===== src/inc/pll_ctrl_pkg.sv =====
`default_nettype none
package pll_ctrl_pkg;
   // register indices; byte address is four times the index
   localparam logic [7:0] IDX_DIV_LO = 8'h10;
   localparam logic [7:0] IDX_PHASE = 8'h24;
   localparam logic [7:0] IDX_LD_CNT = 8'h2c;
   localparam logic [7:0] IDX_LD_CFG = 8'h2d;
   localparam logic [7:0] IDX_MUX = 8'h2e;
   localparam logic [7:0] IDX_BLEED = 8'h30;
   localparam logic [7:0] IDX_MODE = 8'h31;
   localparam logic [7:0] IDX_OSC_MAN = 8'h32;
   localparam logic [7:0] IDX_STATUS = 8'h58;
   localparam logic [7:0] IDX_OSC_CAL = 8'h59;
   // field positions
   localparam int LD_LOL_EN_BIT = 0;
   localparam int LD_WIN_EN_BIT = 1;
   localparam int LD_WIN_LSB = 2;
   localparam int BLEED_EN_BIT = 13;
   localparam int BLEED_POLARITY_BIT = 14;
   localparam int MODE_FRAC_BIT = 0;
   localparam int MODE_MANUAL_BIT = 1;
   localparam int ST_LOCK_BIT = 0;
   localparam int ST_CALBUSY_BIT = 1;
   // reset values
   localparam logic [7:0] RST_DIV_LO = 8'h00;
   localparam logic [15:0] RST_PHASE = 16'h0000;
   localparam logic [4:0] RST_LD_CNT = 5'h0a;
   localparam logic [2:0] RST_WIN = 3'h0;
   localparam logic [3:0] RST_MUX = 4'h0;
   localparam logic [12:0] RST_BLEED_MAG = 13'h0000;
   // lock window: phase error units, base width doubled per code step
   localparam logic [9:0] LDWIN_BASE = 10'h004;
   // lock count table: offset of three on a 1.5x / 2x ladder
   localparam logic [20:0] LD_CNT_OFFSET = 21'h000003;
   // mux output selections
   localparam logic [3:0] MUX_LOW = 4'h0;
   localparam logic [3:0] MUX_HIGH = 4'h1;
   localparam logic [3:0] MUX_LOCK = 4'h2;
   localparam logic [3:0] MUX_CALBUSY = 4'h3;
   // bleed setting: coarse 180 uA steps, fine 490 nA steps
   typedef struct packed {
      logic en;
      logic pol;
      logic [3:0] coarse;
      logic [8:0] fine;
   } bleed_s;
   // oscillator selection: 4 cores of 256 bands, plus bias
   typedef struct packed {
      logic [1:0] core;
      logic [7:0] band;
      logic [3:0] bias;
   } osc_s;
endpackage
`default_nettype wire


===== src/rtl/pll_lock_detect_bleed_ctrl.sv =====
// Overview of operation
// detector runs only with both enables set
// lock result drives pin and status bit
// mux output can carry the lock result
// phase error compared against window width
// lock needs consecutive in-window cycle count
// three-bit window code, software picks per mode
// count select maps 0..31 onto 27..1048579
// in window, below count: low, counting
// high after count exceeded, stays in window
// leaving window drops lock at once
// bleed applied only when enabled
// polarity one sources, zero sinks
// magnitude 4-bit coarse, 9-bit fine
// coarse 180 uA, fine 490 nA per step
// software computes magnitude code
// software derives fractional bleed current
// integer bleed polarity shifts output delay
// phase offset applied in fractional mode
// four cores, 256 bands, bias selection
// calibrated values readable for manual reuse
// divider-low write starts oscillator calibration
// counter clears out of window or disabled
`timescale 1ns/10ps
`default_nettype none
module pll_lock_detect_bleed_ctrl (
   // clock, reset, enable
   input wire logic core_clk,
   input wire logic srst,
   input wire logic clkEn,
   // apb slave
   input wire logic psel,
   input wire logic penable,
   input wire logic pwrite,
   input wire logic [11:0] paddr,
   input wire logic [31:0] pwdata,
   output logic [31:0] prdata,
   output logic pready,
   output logic pslverr,
   // phase detector measurement
   input wire logic pfdPhaseValid,
   input wire logic [9:0] pfdPhaseErr,
   // calibration engine
   input wire logic calDone,
   input wire pll_ctrl_pkg::osc_s calResult,
   output logic calStart,
   // analog controls and pins
   output pll_ctrl_pkg::bleed_s bleedCtrl,
   output logic [15:0] phaseOffset,
   output logic [7:0] intDivLow,
   output pll_ctrl_pkg::osc_s oscSel,
   output logic lockIndicatorPin,
   output logic muxOutputPin
);
   import pll_ctrl_pkg::*;

   // programmed state
   logic lolEnable; // loss-of-lock enable
   logic winEnable; // lock window enable
   logic [2:0] lockWindowWidth;
   logic [4:0] lockCycleCountSel;
   logic [3:0] muxSel;
   logic [12:0] bleedMag;
   logic bleedEnable;
   logic bleedPolarity;
   logic fracMode;
   logic manualOsc;
   logic [15:0] phaseAdj;
   osc_s oscManual;
   osc_s oscCal; // calibrated result kept for readback
   logic calBusy;
   // lock detector state
   logic [20:0] cycleCount;
   logic locked;
   // bus decode
   logic [7:0] regIdx;
   logic addrOk;
   logic access;
   logic wrStrobe;
   logic detEnable;
   logic inWindow;

   // required count for a select code; even codes 1.5x, odd codes 2x
   function automatic logic [20:0] ldTarget(input logic [4:0] sel);
      logic [20:0] base;
      // five-bit shift sum: the top codes need a shift of 19, which four bits would wrap
      base = 21'h000001 << ({1'b0, sel[4:1]} + 5'h04);
      if (sel[0]) begin
         ldTarget = (base << 1) + LD_CNT_OFFSET;
      end else begin
         ldTarget = base + (base >> 1) + LD_CNT_OFFSET;
      end
   endfunction

   // window limit doubles with each code step
   function automatic logic [9:0] winLimit(input logic [2:0] code);
      winLimit = LDWIN_BASE << code;
   endfunction

   // oscillator word packing shared by both oscillator registers
   function automatic logic [31:0] oscWord(input osc_s o);
      oscWord = {18'h00000, o.bias, o.band, o.core};
   endfunction

   // register read mux
   function automatic logic [31:0] regRead(input logic [7:0] idx);
      case (idx)
         IDX_DIV_LO: regRead = {24'h000000, intDivLow};
         IDX_PHASE: regRead = {16'h0000, phaseAdj};
         IDX_LD_CNT: regRead = {27'h0000000, lockCycleCountSel};
         IDX_LD_CFG: regRead = {27'h0000000, lockWindowWidth, winEnable, lolEnable};
         IDX_MUX: regRead = {28'h0000000, muxSel};
         IDX_BLEED: regRead = {17'h00000, bleedPolarity, bleedEnable, bleedMag};
         IDX_MODE: regRead = {30'h00000000, manualOsc, fracMode};
         IDX_OSC_MAN: regRead = oscWord(oscManual);
         IDX_OSC_CAL: regRead = oscWord(oscCal);
         IDX_STATUS: regRead = {30'h00000000, calBusy, locked};
         default: regRead = 32'h00000000;
      endcase
   endfunction

   function automatic logic idxMapped(input logic [7:0] idx);
      case (idx)
         IDX_DIV_LO, IDX_PHASE, IDX_LD_CNT, IDX_LD_CFG, IDX_MUX, IDX_BLEED,
         IDX_MODE, IDX_OSC_MAN, IDX_OSC_CAL, IDX_STATUS: idxMapped = 1'b1;
         default: idxMapped = 1'b0;
      endcase
   endfunction

   assign regIdx = paddr[9:2];
   assign addrOk = (paddr[11:10] == 2'h0) && (paddr[1:0] == 2'h0) && idxMapped(regIdx);
   assign access = psel && penable;
   // a write lands only on the edge where pready is seen high
   assign wrStrobe = access && pready && pwrite && addrOk && clkEn;
   assign detEnable = lolEnable && winEnable;
   // phase error between reference and feedback edges vs window
   assign inWindow = pfdPhaseValid && (pfdPhaseErr < winLimit(lockWindowWidth));

   // apb answer: one wait state, so pready and data both come from flops
   always_ff @(posedge core_clk) begin
      if (srst) begin
         pready <= 1'b0;
         prdata <= 32'h00000000;
         pslverr <= 1'b0;
      end else if (clkEn) begin
         pready <= access && !pready;
         if (access && !pready) begin
            prdata <= (pwrite || !addrOk) ? 32'h00000000 : regRead(regIdx);
            // unmapped or misaligned addresses, and writes to status or the calibrated oscillator register, error out
            pslverr <= !addrOk || (pwrite && (regIdx == IDX_STATUS || regIdx == IDX_OSC_CAL));
         end else begin
            pslverr <= 1'b0;
         end
      end
   end

   // lock detector configuration
   always_ff @(posedge core_clk) begin
      if (srst) begin
         lolEnable <= 1'b0;
         winEnable <= 1'b0;
         lockWindowWidth <= RST_WIN;
         lockCycleCountSel <= RST_LD_CNT;
         muxSel <= RST_MUX;
      end else if (wrStrobe) begin
         if (regIdx == IDX_LD_CFG) begin
            lolEnable <= pwdata[LD_LOL_EN_BIT];
            winEnable <= pwdata[LD_WIN_EN_BIT];
            lockWindowWidth <= pwdata[LD_WIN_LSB +: 3];
         end
         if (regIdx == IDX_LD_CNT) begin
            lockCycleCountSel <= pwdata[4:0];
         end
         if (regIdx == IDX_MUX) begin
            muxSel <= pwdata[3:0];
         end
      end
   end

   // bleed, mode and phase settings
   always_ff @(posedge core_clk) begin
      if (srst) begin
         bleedMag <= RST_BLEED_MAG;
         bleedEnable <= 1'b0;
         bleedPolarity <= 1'b0;
         fracMode <= 1'b0;
         manualOsc <= 1'b0;
         phaseAdj <= RST_PHASE;
         oscManual <= '0;
      end else if (wrStrobe) begin
         if (regIdx == IDX_BLEED) begin
            bleedMag <= pwdata[12:0];
            bleedEnable <= pwdata[BLEED_EN_BIT];
            bleedPolarity <= pwdata[BLEED_POLARITY_BIT];
         end
         if (regIdx == IDX_MODE) begin
            fracMode <= pwdata[MODE_FRAC_BIT];
            manualOsc <= pwdata[MODE_MANUAL_BIT];
         end
         if (regIdx == IDX_PHASE) begin
            phaseAdj <= pwdata[15:0];
         end
         if (regIdx == IDX_OSC_MAN) begin
            // register keeps core in the low bits, the struct keeps it on top
            oscManual <= {pwdata[1:0], pwdata[9:2], pwdata[13:10]};
         end
      end
   end

   // divider low byte; any write kicks off calibration
   always_ff @(posedge core_clk) begin
      if (srst) begin
         intDivLow <= RST_DIV_LO;
         calStart <= 1'b0;
      end else if (clkEn) begin
         calStart <= wrStrobe && (regIdx == IDX_DIV_LO);
         if (wrStrobe && regIdx == IDX_DIV_LO) begin
            intDivLow <= pwdata[7:0];
         end
      end
   end

   // calibration busy flag and captured result; a new start wins over done
   always_ff @(posedge core_clk) begin
      if (srst) begin
         calBusy <= 1'b0;
         oscCal <= '0;
      end else if (clkEn) begin
         if (wrStrobe && regIdx == IDX_DIV_LO) begin
            calBusy <= 1'b1;
         end else if (calDone) begin
            calBusy <= 1'b0;
         end
         if (calDone) begin
            oscCal <= calResult;
         end
      end
   end

   // in-window cycle counter; saturates one past the target so it never wraps
   always_ff @(posedge core_clk) begin
      if (srst) begin
         cycleCount <= 21'h000000;
      end else if (clkEn) begin
         if (!detEnable || (pfdPhaseValid && !inWindow)) begin
            cycleCount <= 21'h000000;
         end else if (inWindow && cycleCount <= ldTarget(lockCycleCountSel)) begin
            cycleCount <= cycleCount + 21'h000001;
         end
      end
   end

   // lock flag: rises past the count, falls on the first out-of-window cycle
   always_ff @(posedge core_clk) begin
      if (srst) begin
         locked <= 1'b0;
      end else if (clkEn) begin
         if (!detEnable) begin
            locked <= 1'b0;
         end else if (pfdPhaseValid && !inWindow) begin
            locked <= 1'b0;
         end else if (cycleCount > ldTarget(lockCycleCountSel)) begin
            locked <= 1'b1;
         end
      end
   end

   // lock pin follows the flag one edge later, mux pin too when muxSel is MUX_LOCK; both registered
   always_ff @(posedge core_clk) begin
      if (srst) begin
         lockIndicatorPin <= 1'b0;
         muxOutputPin <= 1'b0;
      end else if (clkEn) begin
         lockIndicatorPin <= locked;
         case (muxSel)
            MUX_LOCK: muxOutputPin <= locked;
            MUX_HIGH: muxOutputPin <= 1'b1;
            MUX_CALBUSY: muxOutputPin <= calBusy;
            default: muxOutputPin <= 1'b0;
         endcase
      end
   end

   // analog control words; bleed held off entirely unless enabled
   always_ff @(posedge core_clk) begin
      if (srst) begin
         bleedCtrl <= '0;
         phaseOffset <= 16'h0000;
         oscSel <= '0;
      end else if (clkEn) begin
         bleedCtrl.en <= bleedEnable;
         // polarity is passed even in integer mode where it steers delay
         bleedCtrl.pol <= bleedEnable && bleedPolarity;
         bleedCtrl.coarse <= bleedEnable ? bleedMag[12:9] : 4'h0;
         bleedCtrl.fine <= bleedEnable ? bleedMag[8:0] : 9'h000;
         // offset only reaches the modulator in fractional mode
         phaseOffset <= fracMode ? phaseAdj : 16'h0000;
         oscSel <= manualOsc ? oscManual : oscCal;
      end
   end
endmodule // pll_lock_detect_bleed_ctrl
`default_nettype wire


===== config.mk =====
export PLATFORM = sky130hd
export DESIGN_NAME = pll_lock_detect_bleed_ctrl
export DESIGN_NICKNAME = d
export VERILOG_FILES = /design/src/inc/pll_ctrl_pkg.sv /design/src/rtl/pll_lock_detect_bleed_ctrl.sv
export SDC_FILE = /design/constraint.sdc
export NUM_CORES = 1
export LEC_CHECK = 0
export ABC_CLOCK_PERIOD_IN_PS = 16100
export BUFFER_PORTS_ARGS = -buffer_cell sky130_fd_sc_hd__buf_2
export CAP_MARGIN = 20
export CORE_MARGIN = 2
export CORE_UTILIZATION = 55
export CTS_CLUSTER_DIAMETER = 60
export DETAILED_ROUTE_END_ITERATION = 10
export GPL_ROUTABILITY_DRIVEN = 0
export PLACE_DENSITY = 0.78
export SETUP_SLACK_MARGIN = 0.3
export SLEW_MARGIN = 20
export SYNTH_ARGS = -nofsm -noshare
export SYNTH_HDL_FRONTEND = slang
export SYNTH_SLANG_ARGS = --single-unit

===== constraint.sdc =====
create_clock -name core_clk -period 16.1 [get_ports core_clk]
set_clock_uncertainty 0.15 [all_clocks]
set_input_delay 2.415 -clock core_clk [delete_from_list [all_inputs] [get_ports core_clk]]
set_output_delay 2.415 -clock core_clk [all_outputs]
set_load 0.05 [all_outputs]

==> results.sh, run 1 <==
export IMPL_run_status="finished, final reports clean"
export IMPL_synth_top_family_by_area="simple AND/OR/NAND/NOR gates"
export IMPL_clockRootBuffer="clkbuf_16"
export IMPL_crit_path_top_delay_cell="dfxtp_1"
export IMPL_fillers=1512
export IMPL_synth_compound_area_share=0.2133
export IMPL_power_uw=912.3
export IMPL_hold_violations=0
export IMPL_pin_count=166
export IMPL_hold_depth=2
export IMPL_crit_arrival_ns=7.02
export IMPL_powerDensity_nw_per_um2=82.43
export IMPL_synth_edf_count=0
export IMPL_r2r_cells=24
export IMPL_cts_sinks=172
export IMPL_synth_ff_type="dfxtp_1"
export IMPL_avgSynthCellArea_sq_um=8.067
export IMPL_cp_depth=24
export IMPL_first_global_vias=8542
export IMPL_r2r_start="lockCycleCountSel[3]$_SDFFE_PP1P_"
export IMPL_synthSimpleGateAreaFrac=0.2178
export IMPL_min_to="prdata[1]$_SDFFE_PP0P_"
export IMPL_fin_tns_setup_ns=0
export IMPL_drtIter0Drc=813
export IMPL_layout_common_cells="dfxtp_1, nand2_1, buf_2"
export IMPL_ys_async_sr_fraction=0
export IMPL_grt_antenna_before_repair=0
export IMPL_max_slew_margin_rel=0.3317
export IMPL_antenna_cells=0
export IMPL_core_area_sq_um=17420
export IMPL_final_core_util=0.6355
export IMPL_ctsHtreeMaxLevel=4
export IMPL_clkTransAtPathRegs_ns=0.07
export IMPL_grt_max_degree=98
export IMPL_gr_usage_all_layers=0.2833
export IMPL_syn_cell_area_sq_um=9833
export IMPL_path_buf_inv=2
export IMPL_setup_worst_path_class="reg -> reg"
export IMPL_final_antenna_net_count=0
export IMPL_grt_ovfl_total=0
export IMPL_postCtsSetupBuffers=0
export IMPL_crit_path_cell_trace="ha_1, nor2_1, nand2_1, or2_2, ha_1, inv_1, ha_1, inv_1, fa_1, nand2b_1, a21oi_1, o311ai_1, a21oi_1, o21ai_0, mux2_2, a211oi_1, ha_1, nand4_1, nor4_2, nand3_1, o311ai_0, nand3b_1, or2_2, o311ai_1"
export IMPL_firstDrtPassIters=5
export IMPL_routed_wl_um=26780
export IMPL_path_max_fanout=13
export IMPL_worst_slew_pin_slew_ns=1.002
export IMPL_setup_viol=0
export IMPL_fp_dieH_um=137.7
export IMPL_irDropWorstVdd_mv=0.08102
export IMPL_start_kind="flop"
export IMPL_critPathCaptureType="flop"
export IMPL_synth_xor_area_share=0.007126
export IMPL_syn2layout_area_growth_pct=12.56
export IMPL_multiInputGateArea_sq_um=5884
export IMPL_ff_latch_area_sq_um=3443
export IMPL_reg2reg_to="cycleCount[3]$_SDFFE_PP0P_"
export IMPL_r2r_slack_ns=9.27
export IMPL_nNetsFinal=1439
export IMPL_rows=48
export IMPL_cts_buffers_inserted=17
export IMPL_period_share=0.4243
export IMPL_die_area_sq_um=18960
export IMPL_ys_ff_latch=172
export IMPL_wl_per_cell_um=17.46
export IMPL_hpwl_um=19140
export IMPL_slowest_delay_ns=0.59
export IMPL_hp_class="reg -> reg"
export IMPL_ctsHoldBuffers=0
export IMPL_die_width_um=137.7
export IMPL_via_per_inst=6.061
export IMPL_ys_types=74
export IMPL_critPathRequiredTime_ns=16.29
export IMPL_cpLargestDelayFamily="simple AND/OR/NAND/NOR gates"
export IMPL_grt_pass1_wl_um=42510
export IMPL_hold_start="prdata[1]$_SDFFE_PP0P_"
export IMPL_vias=9297
export IMPL_clk_latency_ns=0.43
export IMPL_drc=0
export IMPL_cap_violations=0
export IMPL_synth_cells=1219
export IMPL_p_leak_nw=4.614
export IMPL_max_freq_ghz=0.1464
export IMPL_cts_tree="built"
export IMPL_yosysSeqAreaShare=0.3502
export IMPL_cts_buffer_depth=2
export IMPL_synth_mux_area_frac=0.06438
export IMPL_maxSlewViolCount=0
export IMPL_yosys_area_share_adder=0.08602
export IMPL_start_util=0.5646
export IMPL_drive_above_1_share=0.1551
export IMPL_ys_warn_count=0
export IMPL_cts_resized=0
export IMPL_port_buffers=131
export IMPL_final_common_cell="dfxtp_1"
export IMPL_rsz0062_at_grt="false"
export IMPL_cp_common_cell="ha_1"
export IMPL_layout_min_cycle_time_ns=6.831
layout make-up:
type                            count  share of cell area
Clock buffer                       17             0.03844
Clock inverter                     15             0.01549
Inverter                           33             0.01119
Multi-Input combinational cell    933              0.5317
Sequential cell                   172              0.3111
Tap cell                          225             0.02544
Timing Repair Buffer              139             0.06670
worst max path at each step:
stage	start	to
3_5_place_dp	lockCycleCountSel[3]$_SDFFE_PP1P_	cycleCount[16]$_SDFFE_PP0P_
5_1_grt	lockCycleCountSel[3]$_SDFFE_PP1P_	cycleCount[4]$_SDFFE_PP0P_
4_1_cts	lockCycleCountSel[3]$_SDFFE_PP1P_	cycleCount[3]$_SDFFE_PP0P_
6_report	lockCycleCountSel[3]$_SDFFE_PP1P_	cycleCount[3]$_SDFFE_PP0P_
3_3_place_gp	lockCycleCountSel[3]$_SDFFE_PP1P_	cycleCount[16]$_SDFFE_PP0P_
2_1_floorplan	lockCycleCountSel[3]$_SDFFE_PP1P_	cycleCount[18]$_SDFFE_PP0P_
synthesized netlist by cell type (all sizes together), types with 3 or more instances:
| cell type | count | area share |
|---|---|---|
| ha | 66 | 0.084 |
| nor3 | 15 | 0.0076 |
| a221oi | 5 | 0.0045 |
| inv | 32 | 0.012 |
| o21ai | 35 | 0.018 |
| dfxtp | 172 | 0.35 |
| xor2 | 3 | 0.0027 |
| a222oi | 4 | 0.0041 |
| nand3 | 71 | 0.036 |
| mux2i | 61 | 0.062 |
| clkbuf | 66 | 0.025 |
| a22oi | 36 | 0.027 |
| nor2b | 3 | 0.0019 |
| nor3b | 5 | 0.0043 |
| o21a | 4 | 0.0032 |
| a22o | 4 | 0.0036 |
| and2 | 8 | 0.0051 |
| nand4 | 10 | 0.0064 |
| a21oi | 124 | 0.065 |
| xnor2 | 5 | 0.0045 |
| a31oi | 23 | 0.015 |
| or2 | 6 | 0.0038 |
| and3 | 16 | 0.010 |
| or3b | 4 | 0.0038 |
| and4bb | 3 | 0.0038 |
| or3 | 9 | 0.0057 |
| and4 | 5 | 0.0045 |
| o211ai | 9 | 0.0069 |
| a21o | 23 | 0.018 |
| buf | 35 | 0.023 |
| a31o | 5 | 0.0045 |
| a2bb2oi | 5 | 0.0045 |
| o311ai | 4 | 0.0036 |
| nor2 | 123 | 0.047 |
| nand2b | 11 | 0.0070 |
| nand2 | 140 | 0.054 |
| nor4 | 4 | 0.0032 |
| nand3b | 11 | 0.0084 |
| a211oi | 21 | 0.016 |
flip-flops by register name, indices dropped and copies added (netlist names), 3 cells and up:
| register | cells |
|---|---|
| phaseAdj | 16 |
| intDivLow | 8 |
| oscManual | 14 |
| oscCal | 14 |
| cycleCount | 21 |
| oscSel | 14 |
| prdata | 16 |
| bleedMag | 13 |
| lockCycleCountSel | 5 |
| muxSel | 4 |
| phaseOffset | 16 |
| bleedCtrl | 15 |
| lockWindowWidth | 3 |
report_power, final:
group	total, mW	internal, mW	switching (mW)
combinational	0.0659	0.0172	0.0486
clock	0.414	0.222	0.192
sequential	0.433	0.429	0.00351
layer usage:
layer  vias to the layer above  wire length, um  part of all wire  track usage
li1                       4528                -                 -            -
met1                      4320            11490              0.43       0.3781
met2                       411            12750              0.48       0.4713
met3                        38             2022             0.076      0.04415
met4                         0              523             0.020      0.08900
met5                         -                0                 0            0
cell families (layout without fill, tap and decap cells):
group,count (synthesis),after routing
buffers and inverters,134,204
adder cells (fa/ha/maj),67,67
AO/OA/AOI/OAI,325,325
AND/OR/NAND/NOR,449,449
multiplexers,63,63
flip-flops,172,172
other,1,21
XOR/XNOR,8,8
metrics by stage:
step | hold WS [ns] | instances | cell area, sq um | worst slack, ns
finish | 0.3051 | 1534 | 11070 | 9.269
global route | 0.3190 | 1534 | 11070 | 8.738
CTS | 0.3101 | 1534 | 11070 | 9.404
detailed placement | 0.2979 | 1502 | 10470 | 9.442
global placement | 0.2932 | 1501 | 10440 | 9.582
floorplan | 0.2952 | 1239 | 9908 | 10.71
tightest hold or removal path: cells and delay by family (launching register included):
kind | cells | cell delay (ns)
and+or+nand+nor | 1 | 0.05
AOI/OAI and AO/OA | 1 | 0.05
DFF | 1 | 0.31
No activity file was read; power rests on OpenSTA's default activity.
==> run 2: changes to the inputs <==
--- a/config.mk
+++ b/config.mk
@@ -5,15 +5,16 @@
 export SDC_FILE = /design/constraint.sdc
 export NUM_CORES = 1
 export LEC_CHECK = 0
-export ABC_CLOCK_PERIOD_IN_PS = 16100
+export ABC_AREA = 1
+export ABC_CLOCK_PERIOD_IN_PS = 5800
 export BUFFER_PORTS_ARGS = -buffer_cell sky130_fd_sc_hd__buf_2
 export CAP_MARGIN = 20
 export CORE_MARGIN = 2
-export CORE_UTILIZATION = 55
+export CORE_UTILIZATION = 52
 export CTS_CLUSTER_DIAMETER = 60
 export DETAILED_ROUTE_END_ITERATION = 10
 export GPL_ROUTABILITY_DRIVEN = 0
-export PLACE_DENSITY = 0.78
+export PLACE_DENSITY = 0.77
 export SETUP_SLACK_MARGIN = 0.3
 export SLEW_MARGIN = 20
 export SYNTH_ARGS = -nofsm -noshare
==> constraint.sdc (replaced) <==
create_clock -name core_clk -period 5.8 [get_ports core_clk]
set_clock_uncertainty 0.15 [all_clocks]
set_input_delay 0.87 -clock core_clk [delete_from_list [all_inputs] [get_ports core_clk]]
set_output_delay 0.87 -clock core_clk [all_outputs]
set_load 0.05 [all_outputs]
==> results.sh, run 2 <==
export IMPL_ys_async_sr_fraction=0
export IMPL_hpwl_um=22630
export IMPL_multiInputGateArea_sq_um=6319
export IMPL_post_place_cells=2015
export IMPL_maxSlewViolCount=0
export IMPL_setup_viol=0
export IMPL_slowest_delay_ns=0.38
export IMPL_r2r_cells=32
export IMPL_syn_cell_area_sq_um=10740
export IMPL_final_antenna_net_count=0
export IMPL_place_ws_ns=0.1758
export IMPL_ys_ff_latch=172
export IMPL_final_core_util=0.6025
export IMPL_routed_wl_um=31260
export IMPL_path_max_fanout=10
export IMPL_ys_top_cells_by_count="nand2_1, nor2_1, dfxtp_1, inv_1, nand3_1"
export IMPL_rsz0062_at_grt="false"
export IMPL_synth_ff_type="dfxtp_1"
export IMPL_yosys_area_top_type="dfxtp_1"
export IMPL_irDropWorstVdd_mv=0.2122
export IMPL_ctsHoldBuffers=0
export IMPL_layout_common_cells="nand2_1, nor2_1, inv_1, dfxtp_1, buf_2"
export IMPL_power_mw=2.593
export IMPL_p_leak_nw=6.004
export IMPL_max_freq_ghz=0.1964
export IMPL_die_width_um=147.7
export IMPL_p_int_mw=1.899
export IMPL_rows=52
export IMPL_grt_max_degree=72
export IMPL_fin_tns_setup_ns=0
export IMPL_start_util=0.5307
export IMPL_hold_violations=0
export IMPL_synth_cells=1673
export IMPL_cts_sinks=172
export IMPL_port_buffers=131
export IMPL_start_kind="flop"
export IMPL_crit_arrival_ns=5.30
export IMPL_ff_latch_area_sq_um=3445
export IMPL_grt_ovfl_total=0
export IMPL_clockRootBuffer="clkbuf_16"
export IMPL_top_register="cycleCount"
export IMPL_final_common_cell="nand2_1"
export IMPL_synth_top_cell_area_share=0.3206
export IMPL_drive_above_1_share=0.1201
export IMPL_largest_reg_flops=21
export IMPL_synthTopCellsByArea="dfxtp_1, nand2_1, nor2_1"
export IMPL_worst_slew_pin_slew_ns=1.004
export IMPL_powerDensity_nw_per_um2=212.7
export IMPL_grt_pass1_wl_um=50010
export IMPL_switchingPower_uw=694.2
export IMPL_clk_latency_ns=0.44
export IMPL_vias=11210
export IMPL_crit_path_top_delay_cell="fa_1"
export IMPL_core_area_sq_um=20230
export IMPL_switching_share=0.2677
export IMPL_syn2layout_area_growth_pct=13.51
export IMPL_pwr_share_clk=0.455
export IMPL_cts_buffers_inserted=17
export IMPL_ys_warn_count=0
export IMPL_yosysMostFrequentCell="nand2_1"
export IMPL_ctsHtreeMaxLevel=4
export IMPL_drtIter0Drc=821
export IMPL_ys_types=43
export IMPL_nNetsFinal=1912
export IMPL_wl_per_cell_um=15.23
export IMPL_first_global_vias=10386
export IMPL_critPathCaptureType="flop"
export IMPL_period_share=0.8780
export IMPL_yosysSeqAreaShare=0.3206
export IMPL_power_frac_comb=0.080
export IMPL_hold_slack_ns=0.3142
export IMPL_final_setup_worst_slack_ns=0.7078
export IMPL_cap_violations=0
export IMPL_gr_usage_all_layers=0.2837
export IMPL_pin_count=166
export IMPL_layout_min_cycle_time_ns=5.092
export IMPL_synth_edf_count=0
export IMPL_cts_tree="built"
export IMPL_placed_cell_area_sq_um=11450
export IMPL_die_area_sq_um=21820
export IMPL_fin_cells=2052
export IMPL_cts_buffer_depth=2
export IMPL_finalInstanceArea_sq_um=12190
export IMPL_hp_class="reg -> reg"
export IMPL_hold_depth=2
export IMPL_critPathRequiredTime_ns=6.01
export IMPL_avgSynthCellArea_sq_um=6.419
export IMPL_max_slew_margin_rel=0.3279
export IMPL_grt_antenna_before_repair=0
export IMPL_via_per_inst=5.463
export IMPL_antenna_cells=0
export IMPL_firstDrtPassIters=5
export IMPL_fp_dieH_um=147.7
export IMPL_drc=0
export IMPL_pwr_share_seq=0.465
export IMPL_run_status="finished, final reports clean"
export IMPL_setup_worst_path_class="reg -> reg"
export IMPL_clkTransAtPathRegs_ns=0.07
export IMPL_fillers=1916
==> run 2: changes by cell type after synthesis, moves of 16 or more <==
| cell | delta |
|---|---|
| a21o_1 | -19 |
| a31oi_1 | -22 |
| nand3_1 | +58 |
| a22oi_1 | -36 |
| a211oi_1 | -20 |
| nand4_1 | +40 |
| mux2i_1 | -61 |
| nor2_1 | +152 |
| inv_1 | +140 |
| o21ai_0 | +39 |
| and3_1 | -16 |
| clkbuf_1 | -20 |
| nand2_1 | +281 |
==> run 2: logic make-up after synthesis <==
kind of cell / Yosys count / synth area share
AO/OA/AOI/OAI: 218 / 0.1093
XOR/XNOR: 25 / 0.02039
adder cells (fa/ha/maj): 67 / 0.07876
buffers and inverters: 265 / 0.1012
flip-flops: 172 / 0.3206
other: 1 / 0.0003492
AND/OR/NAND/NOR: 925 / 0.3693
==> run 2: power by group through the flow <==
stage          clock network [mW]  logic (mW)  registers (mW)
6_report                     1.18       0.208            1.21
5_1_grt                      1.23       0.225            1.21
4_1_cts                      1.19       0.202            1.21
3_5_place_dp                    0       0.200            1.23
3_3_place_gp                    0       0.198            1.23
2_1_floorplan                   0       0.122            1.26
==> run 2: metal layers <==
metal | vias up | global-route usage | wire length, um | part of all wire
li1 | 5560 | - | - | -
met1 | 5156 | 0.3423 | 12670 | 0.41
met2 | 407 | 0.4972 | 15320 | 0.49
met3 | 87 | 0.04506 | 1962 | 0.063
met4 | 0 | 0.1279 | 1302 | 0.042
met5 | - | 0 | 0 | 0
==> run 2: final cells by class <==
cell class | count | share of cell area
clock inverter | 14 | 0.01457
inverter | 178 | 0.05594
sequential | 172 | 0.2826
multi-input combinational | 1256 | 0.5183
tap | 270 | 0.02771
timing repair buffer | 144 | 0.06569
clock buffer | 18 | 0.03520
==> run 2: worst max-delay path, delay by kind of cell, from the launching register on <==
family / cells / cell delay, ns
simple gates: 15 / 1.40
buf+inv: 8 / 0.97
flops: 1 / 0.35
fa+ha+maj: 5 / 1.45
compound gates: 4 / 0.67
==> run 2: what timing repair did <==
action                     in CTS  in global routing
gates resized for setup         3                 14
setup endpoints to repair      21                 22
setup buffers                   0                  3
pin swaps                       0                  1
gates cloned                    0                  2
==> run 2: path summary, 6_finish.rpt <==
path                                                         from                          end  slack [ns]
worst max-delay path            lockCycleCountSel[3]$_SDFFE_PP1P_  cycleCount[20]$_SDFFE_PP0P_        0.71
worst max register to register  lockCycleCountSel[3]$_SDFFE_PP1P_  cycleCount[20]$_SDFFE_PP0P_        0.71
worst min register to register            prdata[11]$_SDFFE_PP0P_      prdata[11]$_SDFFE_PP0P_        0.31
worst min-delay path                      prdata[11]$_SDFFE_PP0P_      prdata[11]$_SDFFE_PP0P_        0.31
